<file path="config.mk">
export PLATFORM = sky130hd
export DESIGN_NAME = lsd_core
export DESIGN_NICKNAME = d
export VERILOG_FILES = /design/src/logic/lsd_core.v
export VERILOG_INCLUDE_DIRS = /design/src /design/src/logic
export SDC_FILE = /design/constraint.sdc
export NUM_CORES = 1
export LEC_CHECK = 0
export ABC_AREA = 1
export BUFFER_PORTS_ARGS = -buffer_cell sky130_fd_sc_hd__buf_2
export CAP_MARGIN = 20
export CORE_MARGIN = 4
export CORE_UTILIZATION = 50
export CTS_CLUSTER_DIAMETER = 200
export CTS_CLUSTER_SIZE = 8
export DETAILED_ROUTE_END_ITERATION = 8
export PLACE_DENSITY = 0.77
export SLEW_MARGIN = 20
export SYNTH_ARGS = -nofsm -noshare
export SYNTH_HDL_FRONTEND = slang
export SYNTH_SLANG_ARGS = --single-unit
export TNS_END_PERCENT = 30
</file>
<file path="constraint.sdc">
create_clock -name clock_in -period 1.6 [get_ports clock_in]
set_clock_uncertainty 0.1 [all_clocks]
set_input_delay 0.32 -clock clock_in [delete_from_list [all_inputs] [get_ports clock_in]]
set_output_delay 0.32 -clock clock_in [all_outputs]
set_load 0.01 [all_outputs]
</file>
<file path="src/logic/lsd_defines.vh">
// Constants for the LED sink driver control block.
// Assumes a 200 MHz core clock; included by its bare name.
// What this block does
// - On channel, low current reads status 0
// - Off channel status bit reads 0
// - Global overheat shuts all, latches errors of enabled channels
// - Restart when cool; latched error stays
// - Channel overheat shuts that channel only
// - Channel overheat checked only when on
// - Error flag ORs open-load and overheat
// - Mode bit 7 clears, then re-enables flagging
// - Power-on reset zeroes registers and bus
// - Reset pin low holds defaults
// - Acknowledge reset address 96h write only
// - First byte acknowledged only if A5h
// - Second byte acknowledged only if 5Ah
// - No acknowledge beyond second byte
// - Stop after good call resets device
// - Malformed call leaves registers untouched
// - 97 kHz channel PWM, 40 ns steps
// - 190 Hz group dimming, 20.48 us steps
// - Blink period programmable 95 Hz to 2.68 s
// - Output active only when both signals active
// - Active when any channel enabled, else standby
// - Sample bits on clock; start and stop
// - Completed call acts as power-on reset
`ifndef LSD_DEFINES_VH
`define LSD_DEFINES_VH
`define LSD_RST_ADDR_BYTE 8'h96
`define LSD_RST_BYTE1 8'hA5
`define LSD_RST_BYTE2 8'h5A
`define LSD_SECOND_MODE_REGISTER_OT_CLR_BIT 7
`define LSD_SECOND_MODE_REGISTER_BLINK_BIT 5
`define LSD_CLK_MHZ 200
`define LSD_OSC_MHZ 25
`define LSD_OSC_DIV (`LSD_CLK_MHZ / `LSD_OSC_MHZ)
`define LSD_PWM_STEP_NS 40
`define LSD_GRP_STEP_NS 20480
`define LSD_GRP_STEP_CYC ((`LSD_GRP_STEP_NS * `LSD_CLK_MHZ) / 1000)
`define LSD_BLINK_STEP_CYC 8192
`endif

</file>
<file path="src/logic/lsd_core.v">
// LED sink driver control: error flags, resets, PWM, reset call.
// Assumes analog sense inputs already in core clock domain except bus
// pins, which are synchronised here.
`timescale 1ns/10ps
`include "lsd_defines.vh"
module lsd_core #(
  parameter CH = 8,
  parameter GRP_STEP_CYC = `LSD_GRP_STEP_CYC,
  parameter BLINK_STEP_CYC = `LSD_BLINK_STEP_CYC
) (
  // Clock and resets
  input wire clock_in,
  input wire rst_n_in,
  input wire reset_pin_n_in,
  // Serial bus pins
  input wire scl_in,
  input wire sda_in,
  output reg sda_out,
  output reg sda_oe_n_out,
  // Channel control
  input wire [CH-1:0] channel_enable_in,
  input wire [8*CH-1:0] channel_duty_value_in,
  input wire [7:0] group_duty_value_in,
  input wire [7:0] group_blink_period_in,
  input wire [7:0] second_mode_register_in,
  // Sense inputs
  input wire [CH-1:0] current_below_threshold_in,
  input wire global_overtemp_in,
  input wire [CH-1:0] channel_overtemp_in,
  // Status and outputs
  output reg [CH-1:0] error_flag_register_out,
  output reg [CH-1:0] led_n_out,
  output reg active_mode_out,
  output reg soft_reset_out
);
  localparam ST_IDLE = 3'd0;
  localparam ST_ADDR = 3'd1;
  localparam ST_ACK = 3'd2;
  localparam ST_DATA = 3'd3;
  localparam ST_IGNORE = 3'd4;
  localparam OSC_DIV = `LSD_OSC_DIV;

  // Operating notes
  // Three reset sources reach this logic.
  // The async input is the power-on reset.
  // The reset pin is a level, synchronised first.
  // The pin and the reset call share one clear.
  // That clear is synchronous, so no async path
  // is ever fed from logic; no reset glitches.
  // The reset call clear lasts a single cycle.
  // The pin clear lasts while the pin stays low.
  //
  // Bus side
  // Clock and data pins pass two flip-flops.
  // Edges are found on the synchronised levels.
  // Both lines share the same sync depth, so
  // their order is kept within one core cycle.
  // A data change with the clock high is a
  // control condition, never a data bit.
  // Bits are taken on the clock rise only.
  // The receiver only parses the reset call;
  // any other address leaves it silent.
  // Acknowledge starts on the clock fall after
  // the eighth bit, so the data line never
  // moves while the clock is high.
  // Acknowledge ends on the following fall,
  // which closes the ninth clock pulse.
  // The drive is open-drain: data out is held
  // low and only the enable toggles.
  // Limitation: bus clock high and low phases
  // must each span at least three core cycles.
  //
  // Reset call arming
  // The call arms only after three good bytes.
  // A further full byte disarms it again.
  // Arming fires only on a stop condition.
  // A repeated start drops any arming.
  // The reset pulse clears all but the pin synchronisers and the bus output flops.
  //
  // Time bases
  // The core clock is divided to the step rate
  // of the internal oscillator.
  // The channel counter steps once per tick,
  // so a duty count maps to one tick.
  // The group counter uses its own prescaler.
  // In dimming mode the prescale is fixed.
  // In blinking mode each group step is
  // stretched by the programmed period plus 1.
  // The mode bit is read live; a change takes
  // effect on the running prescaler count at once.
  //
  // Channel gating
  // A channel sinks only while enabled, cool,
  // inside its duty window and inside the
  // group window; either group signal gates.
  // Sensor shutdown needs no latch; it lifts
  // by itself once the sensor cools.
  //
  // Error flags
  // A flag of 1 means normal, 0 means fault.
  // A disabled channel always reads 0.
  // Overheat faults are latched per channel.
  // Only enabled channels can latch them.
  // The clear bit wins while held at 1, and
  // blocks new latching until written back 0.
  // Open-load is reported live, not latched.
  //
  // Outputs
  // Every output is a flip-flop; channel outputs
  // lag their inputs one cycle, bus-driven outputs four.
  // Trade-off: one cycle of latency bought a
  // glitch-free drive on every pin.

  // Pin synchronisers
  reg [1:0] scl_sync_reg;
  reg [1:0] sda_sync_reg;
  reg [1:0] rpin_sync_reg;
  reg scl_prev_reg;
  reg sda_prev_reg;
  wire scl_s = scl_sync_reg[1];
  wire sda_s = sda_sync_reg[1];
  wire pin_rst = ~rpin_sync_reg[1];

  always @(posedge clock_in or negedge rst_n_in) begin
    if (!rst_n_in) begin
      scl_sync_reg <= 2'b11;
      sda_sync_reg <= 2'b11;
      rpin_sync_reg <= 2'b00;
      scl_prev_reg <= 1'b1;
      sda_prev_reg <= 1'b1;
    end else begin
      scl_sync_reg <= {scl_sync_reg[0], scl_in};
      sda_sync_reg <= {sda_sync_reg[0], sda_in};
      rpin_sync_reg <= {rpin_sync_reg[0], reset_pin_n_in};
      scl_prev_reg <= scl_s;
      sda_prev_reg <= sda_s;
    end
  end

  // Bus conditions from sampled levels
  wire scl_rise = scl_s & ~scl_prev_reg;
  wire scl_fall = ~scl_s & scl_prev_reg;
  wire start_c = scl_s & scl_prev_reg & sda_prev_reg & ~sda_s;
  wire stop_c = scl_s & scl_prev_reg & ~sda_prev_reg & sda_s;

  // Reset call receiver
  reg [2:0] state_reg;
  reg [2:0] bitcnt_reg;
  reg [7:0] shift_reg;
  reg [1:0] byte_idx_reg;
  reg armed_reg;
  reg ack_drive_reg;
  reg soft_rst_reg;
  wire [7:0] byte_now = {shift_reg[6:0], sda_s};
  wire sync_clear = pin_rst | soft_rst_reg;

  function byte_ok;
    input [1:0] idx;
    input [7:0] b;
    begin
      case (idx)
        2'd0: byte_ok = (b == `LSD_RST_ADDR_BYTE);
        2'd1: byte_ok = (b == `LSD_RST_BYTE1);
        2'd2: byte_ok = (b == `LSD_RST_BYTE2);
        default: byte_ok = 1'b0;
      endcase
    end
  endfunction

  // Byte shifting and acknowledge decision
  always @(posedge clock_in or negedge rst_n_in) begin
    if (!rst_n_in) begin
      state_reg <= ST_IDLE;
      bitcnt_reg <= 3'd0;
      shift_reg <= 8'h00;
      byte_idx_reg <= 2'd0;
      armed_reg <= 1'b0;
      ack_drive_reg <= 1'b0;
      soft_rst_reg <= 1'b0;
    end else if (sync_clear) begin
      state_reg <= ST_IDLE;
      bitcnt_reg <= 3'd0;
      shift_reg <= 8'h00;
      byte_idx_reg <= 2'd0;
      armed_reg <= 1'b0;
      ack_drive_reg <= 1'b0;
      soft_rst_reg <= 1'b0;
    end else if (start_c) begin
      state_reg <= ST_ADDR;
      bitcnt_reg <= 3'd0;
      byte_idx_reg <= 2'd0;
      armed_reg <= 1'b0;
      ack_drive_reg <= 1'b0;
    end else if (stop_c) begin
      // Only a fully acknowledged call fires the reset
      soft_rst_reg <= armed_reg;
      state_reg <= ST_IDLE;
      armed_reg <= 1'b0;
      ack_drive_reg <= 1'b0;
    end else begin
      case (state_reg)
        ST_ADDR, ST_DATA: begin
          if (scl_rise) begin
            shift_reg <= byte_now;
            bitcnt_reg <= bitcnt_reg + 3'd1;
            if (bitcnt_reg == 3'd7) begin
              if (byte_ok(byte_idx_reg, byte_now)) begin
                // Drive waits for the clock fall; pulling data
                // low with the clock high would look like start
                ack_drive_reg <= 1'b0;
                armed_reg <= (byte_idx_reg == 2'd2);
                state_reg <= ST_ACK;
              end else begin
                // Anything wrong aborts the call silently
                armed_reg <= 1'b0;
                state_reg <= ST_IGNORE;
              end
            end
          end
        end
        ST_ACK: begin
          // Hold acknowledge through the ninth clock pulse
          if (scl_fall & (bitcnt_reg == 3'd0)) begin
            // Clock is low now, safe to pull data
            ack_drive_reg <= 1'b1;
            bitcnt_reg <= 3'd1;
          end else if (scl_fall & (bitcnt_reg == 3'd1)) begin
            ack_drive_reg <= 1'b0;
            bitcnt_reg <= 3'd0;
            byte_idx_reg <= byte_idx_reg + 2'd1;
            state_reg <= (byte_idx_reg == 2'd2) ? ST_IGNORE : ST_DATA;
          end
        end
        ST_IGNORE: begin
          ack_drive_reg <= 1'b0;
          // A whole extra byte makes the call malformed
          if (scl_rise) begin
            bitcnt_reg <= bitcnt_reg + 3'd1;
            if (bitcnt_reg == 3'd7) begin
              armed_reg <= 1'b0;
            end
          end
        end
        default: state_reg <= ST_IDLE;
      endcase
    end
  end

  // Open-drain data pin, enable low while pulling low
  always @(posedge clock_in or negedge rst_n_in) begin
    if (!rst_n_in) begin
      sda_out <= 1'b1;
      sda_oe_n_out <= 1'b1;
      soft_reset_out <= 1'b0;
    end else begin
      sda_out <= 1'b0;
      sda_oe_n_out <= ~ack_drive_reg;
      soft_reset_out <= soft_rst_reg;
    end
  end

  // Oscillator tick and group time bases
  reg [3:0] osc_cnt_reg;
  reg [7:0] pwm_cnt_reg;
  reg [15:0] grp_pre_reg;
  reg [7:0] grp_cnt_reg;
  reg [7:0] blink_step_reg;
  wire osc_tick = (osc_cnt_reg == OSC_DIV - 1);
  wire blink_mode = second_mode_register_in[`LSD_SECOND_MODE_REGISTER_BLINK_BIT];
  wire [15:0] grp_lim = blink_mode ? BLINK_STEP_CYC[15:0] :
                                     GRP_STEP_CYC[15:0];
  wire grp_tick = (grp_pre_reg == grp_lim - 16'd1);

  always @(posedge clock_in or negedge rst_n_in) begin
    if (!rst_n_in) begin
      osc_cnt_reg <= 4'd0;
      pwm_cnt_reg <= 8'd0;
      grp_pre_reg <= 16'd0;
      grp_cnt_reg <= 8'd0;
      blink_step_reg <= 8'd0;
    end else if (sync_clear) begin
      osc_cnt_reg <= 4'd0;
      pwm_cnt_reg <= 8'd0;
      grp_pre_reg <= 16'd0;
      grp_cnt_reg <= 8'd0;
      blink_step_reg <= 8'd0;
    end else begin
      // 256 oscillator steps give the 97 kHz frame
      osc_cnt_reg <= osc_tick ? 4'd0 : osc_cnt_reg + 4'd1;
      if (osc_tick) begin
        pwm_cnt_reg <= pwm_cnt_reg + 8'd1;
      end
      grp_pre_reg <= grp_tick ? 16'd0 : grp_pre_reg + 16'd1;
      if (grp_tick) begin
        // Blink steps stretch each group count by period+1
        if (blink_mode && blink_step_reg != group_blink_period_in) begin
          blink_step_reg <= blink_step_reg + 8'd1;
        end else begin
          blink_step_reg <= 8'd0;
          grp_cnt_reg <= grp_cnt_reg + 8'd1;
        end
      end
    end
  end

  // Channel gating, shutdown and error latching
  reg [CH-1:0] ot_latch_reg;
  reg [CH-1:0] on_w;
  reg [CH-1:0] err_w;
  reg [CH-1:0] ot_set;
  integer i;
  wire grp_on = grp_cnt_reg < group_duty_value_in;
  wire ot_clear = second_mode_register_in[`LSD_SECOND_MODE_REGISTER_OT_CLR_BIT];

  always @* begin
    on_w = {CH{1'b0}};
    err_w = {CH{1'b0}};
    ot_set = {CH{1'b0}};
    for (i = 0; i < CH; i = i + 1) begin
      // Shutdown releases by itself once sensors cool
      on_w[i] = channel_enable_in[i] & ~global_overtemp_in &
                ~channel_overtemp_in[i] &
                (pwm_cnt_reg < channel_duty_value_in[8*i +: 8]) &
                grp_on;
      ot_set[i] = channel_enable_in[i] &
                  (global_overtemp_in | channel_overtemp_in[i]);
      err_w[i] = ~channel_enable_in[i] | ot_latch_reg[i] | ot_set[i] |
                 current_below_threshold_in[i];
    end
  end

  // Latched overheat errors; clear bit clears and blocks latching
  always @(posedge clock_in or negedge rst_n_in) begin
    if (!rst_n_in) begin
      ot_latch_reg <= {CH{1'b0}};
      error_flag_register_out <= {CH{1'b0}};
      led_n_out <= {CH{1'b1}};
      active_mode_out <= 1'b0;
    end else if (sync_clear) begin
      ot_latch_reg <= {CH{1'b0}};
      error_flag_register_out <= {CH{1'b0}};
      led_n_out <= {CH{1'b1}};
      active_mode_out <= 1'b0;
    end else begin
      if (ot_clear) begin
        ot_latch_reg <= {CH{1'b0}};
      end else begin
        ot_latch_reg <= ot_latch_reg | ot_set;
      end
      error_flag_register_out <= ~err_w;
      led_n_out <= ~on_w;
      active_mode_out <= |channel_enable_in;
    end
  end
endmodule // lsd_core

</file>
==> run metrics <==
vias in the first global route 5754; IO Pins 138; area grow syn2layout 34.4%; failing checks negative setup slack; post-synthesis cell type count 41; share of layout cells above drive strength 1 35.0%; Tot Pwr 5.67 mW; Yosys top cell area share 31.3%; max incr delay on CP 0.36 ns; final setup margin -0.0353 ns; Final Max Tran Viols 0; ys async rst share 100%; Max Cap Viol 0; initial antenna violation count 0; Syn Area/Cell 7.73 sq um; Yosys reg bits 98; YS warnings 0; crit-path cells ha_2 > nand2_2 > nor2_4 > nand2_2 > nor2_4 > nand2_4 > nand2_8 > buf_4 > a21oi_2 > nor2_2; # setup viols final 12; core area 12700 sq um; Rows 41; Critical Path Slowest Stage Cell dfrtp_1; drt wl/cell 13.7 um; startpoint type of the worst setup path flip-flop; leading area contributor after synthesis dfrtp_1; gpl congestion 0.891; power per cell area 643 nW/um^2; hpwl dp 12200 um; Worst-path clk slew 0.07 ns; CP Max Fanout 17; DR iter-0 viols 405; register area share after synthesis 37.7%; top post-synthesis cells by area dfrtp_1, ha_1, nand2_1; Starting Density 51.6%; Synth Net Count 1042; Synth Flop Type dfrtp_1; status complete, but fails checks; final hold viol count 0; Post-Syn Instances 849; input/output buffers 131; routed vias/inst 5.04; worst min path class in -> reg; Data required, critical path 1.78 ns; maximum clock insertion buffer count 2; final cell utilization of the core 69.4%; Diodes inserted 0; number of buffers created by CTS 9; Setup Slack @ Placement -0.0544 ns; # DRC 0; Sink Count 98; hold slack 0.0194 ns; max reg flops 16; die area 15000 sq um; CTS HTree Levels 3; Peak VDD IR 0.526 mV; grt ovf 0; Routed Antenna Nets 0; largest net degree at the start of global routing 33; synthesized area 6570 sq um; Post-synth EDFFs 0; RSZ-0062 raised after global routing true; Total Wirelength 17100 um; root buffer cell clkbuf_16; leak pwr 4.61 nW; # nets final 1258; gr usage total 21.7%; fin crit period 1.64 ns; Worst EP arrival 1.82 ns; number of fill cells 989; f_max 0.612 GHz; global-route wire length before repair 26000 um; Tcrit/Tclk final 102%; number of detailed-route iterations in the first pass 5; critical path type reg -> reg; die height 123 um; Die Span X 123 um; Worst setup EP type flip-flop; Vias 6259; worst-skew pair later-pin latency 0.35 ns; TritonCTS clock tree built
## synth_stat cells, drive strengths merged (2+ instances only)
| master | number |
|---|---|
| a21oi | 41 |
| dfstp | 16 |
| nand3 | 69 |
| o21ai | 33 |
| ha | 75 |
| and2 | 3 |
| nor4 | 14 |
| nor3 | 13 |
| or2 | 2 |
| xor2 | 14 |
| nor3b | 2 |
| o22ai | 7 |
| nand4 | 14 |
| clkbuf | 2 |
| nand2 | 175 |
| nor2 | 107 |
| inv | 154 |
| and3 | 2 |
| xnor2 | 10 |
| dfrtp | 82 |
| buf | 9 |
## layout by cell type, fill, tap and decap left out, types with 14 or more instances in the layout
master,synthesis,final
a21oi_1,36,32
buf_2,5,130
inv_2,7,19
o21ai_0,25,15
nand2_2,3,14
o21ai_1,8,14
dfstp_2,16,16
nand4_1,14,14
buf_4,1,70
inv_1,147,133
ha_1,75,64
dfrtp_1,82,69
nor2_1,94,81
nand2_1,168,153
nand3_1,68,56
xor2_1,14,14
## per-layer routing
metal / GRT usage, % / vias to the layer above / share of wire, %
met1: 27.6 / 2901 / 42
li1: - / 3154 / -
met3: 3.59 / 42 / 4.6
met2: 37.6 / 162 / 51
met5: 0 / - / 0
met4: 7.21 / 0 / 3.1
## path summary, 6_finish.rpt
kind | start | endpoint | slack [ns] | cells past startpoint
worst max-delay path | grp_pre_reg[1] | blink_step_reg[3] | -0.04 | 10
worst min-delay path | current_below_threshold_in[7] | error_flag_register_out[7] | 0.02 | 2
worst max register to register | grp_pre_reg[1] | blink_step_reg[3] | -0.04 | 10
worst min register to register | scl_sync_reg[0] | scl_sync_reg[1] | 0.26 | 0
max in group asynchronous | rst_n_in | scl_prev_reg | 0.46 | 3
min in group asynchronous | rst_n_in | grp_cnt_reg[4] | 0.34 | 2
## power breakdown
group / leakage, nW / switching (mW) / internal, mW
clock network: 0.134 / 0.985 / 1.07
logic: 3.20 / 0.530 / 0.458
registers: 1.27 / 0.0607 / 2.57
## final cells by class
class                   instances  area [sq um]  share of cell area, %
clock buffers                  10           229                   2.60
clock inverters                 6          51.3                  0.581
inverters                     155           593                   6.72
multi-input cells             585          3850                   43.6
flip-flops and latches         98          2490                   28.2
well taps                     172           215                   2.44
repair buffers                216          1400                   15.8
## worst max-delay path, delay by kind of cell, from the launching register on
| kind | cells | cell delay (ns) |
|---|---|---|
| AOI/OAI and AO/OA | 1 | 0.05 |
| adders and majority gates | 1 | 0.18 |
| buffers and inverters | 1 | 0.14 |
| DFF | 1 | 0.36 |
| and+or+nand+nor | 7 | 0.72 |
## through the flow
step	cells	area [sq um]	TNS, ns
2_1_floorplan	849	6570	0
4_1_cts	1216	8200	-0.0334
3_5_place_dp	1194	7790	-0.525
3_3_place_gp	1194	7790	-0.109
6_report	1242	8820	-0.144
5_1_grt	1242	8820	-2.81
## repair_timing
action,in CTS,in global routing
gates resized for setup,19,124
gates cloned,0,0
pin swaps,3,31
endpoints found under the hold margin,20,0
endpoints found under the setup margin,32,61
hold buffers,4,0
setup buffers,2,26
## cells by family (layout without fill, tap and decap cells)
kind of cell / after synthesis / count (layout) / synth area share (%)
AOI/OAI and AO/OA: 83 / 83 / 6.82
xor gates and xnor gates: 24 / 24 / 3.20
adders and majority gates: 75 / 75 / 14.3
buffers and inverters: 166 / 387 / 10.1
DFF: 98 / 98 / 37.7
other: 1 / 1 / 0.0571
and+or+nand+nor: 402 / 402 / 27.9
(Power assumes the default switching activity.)
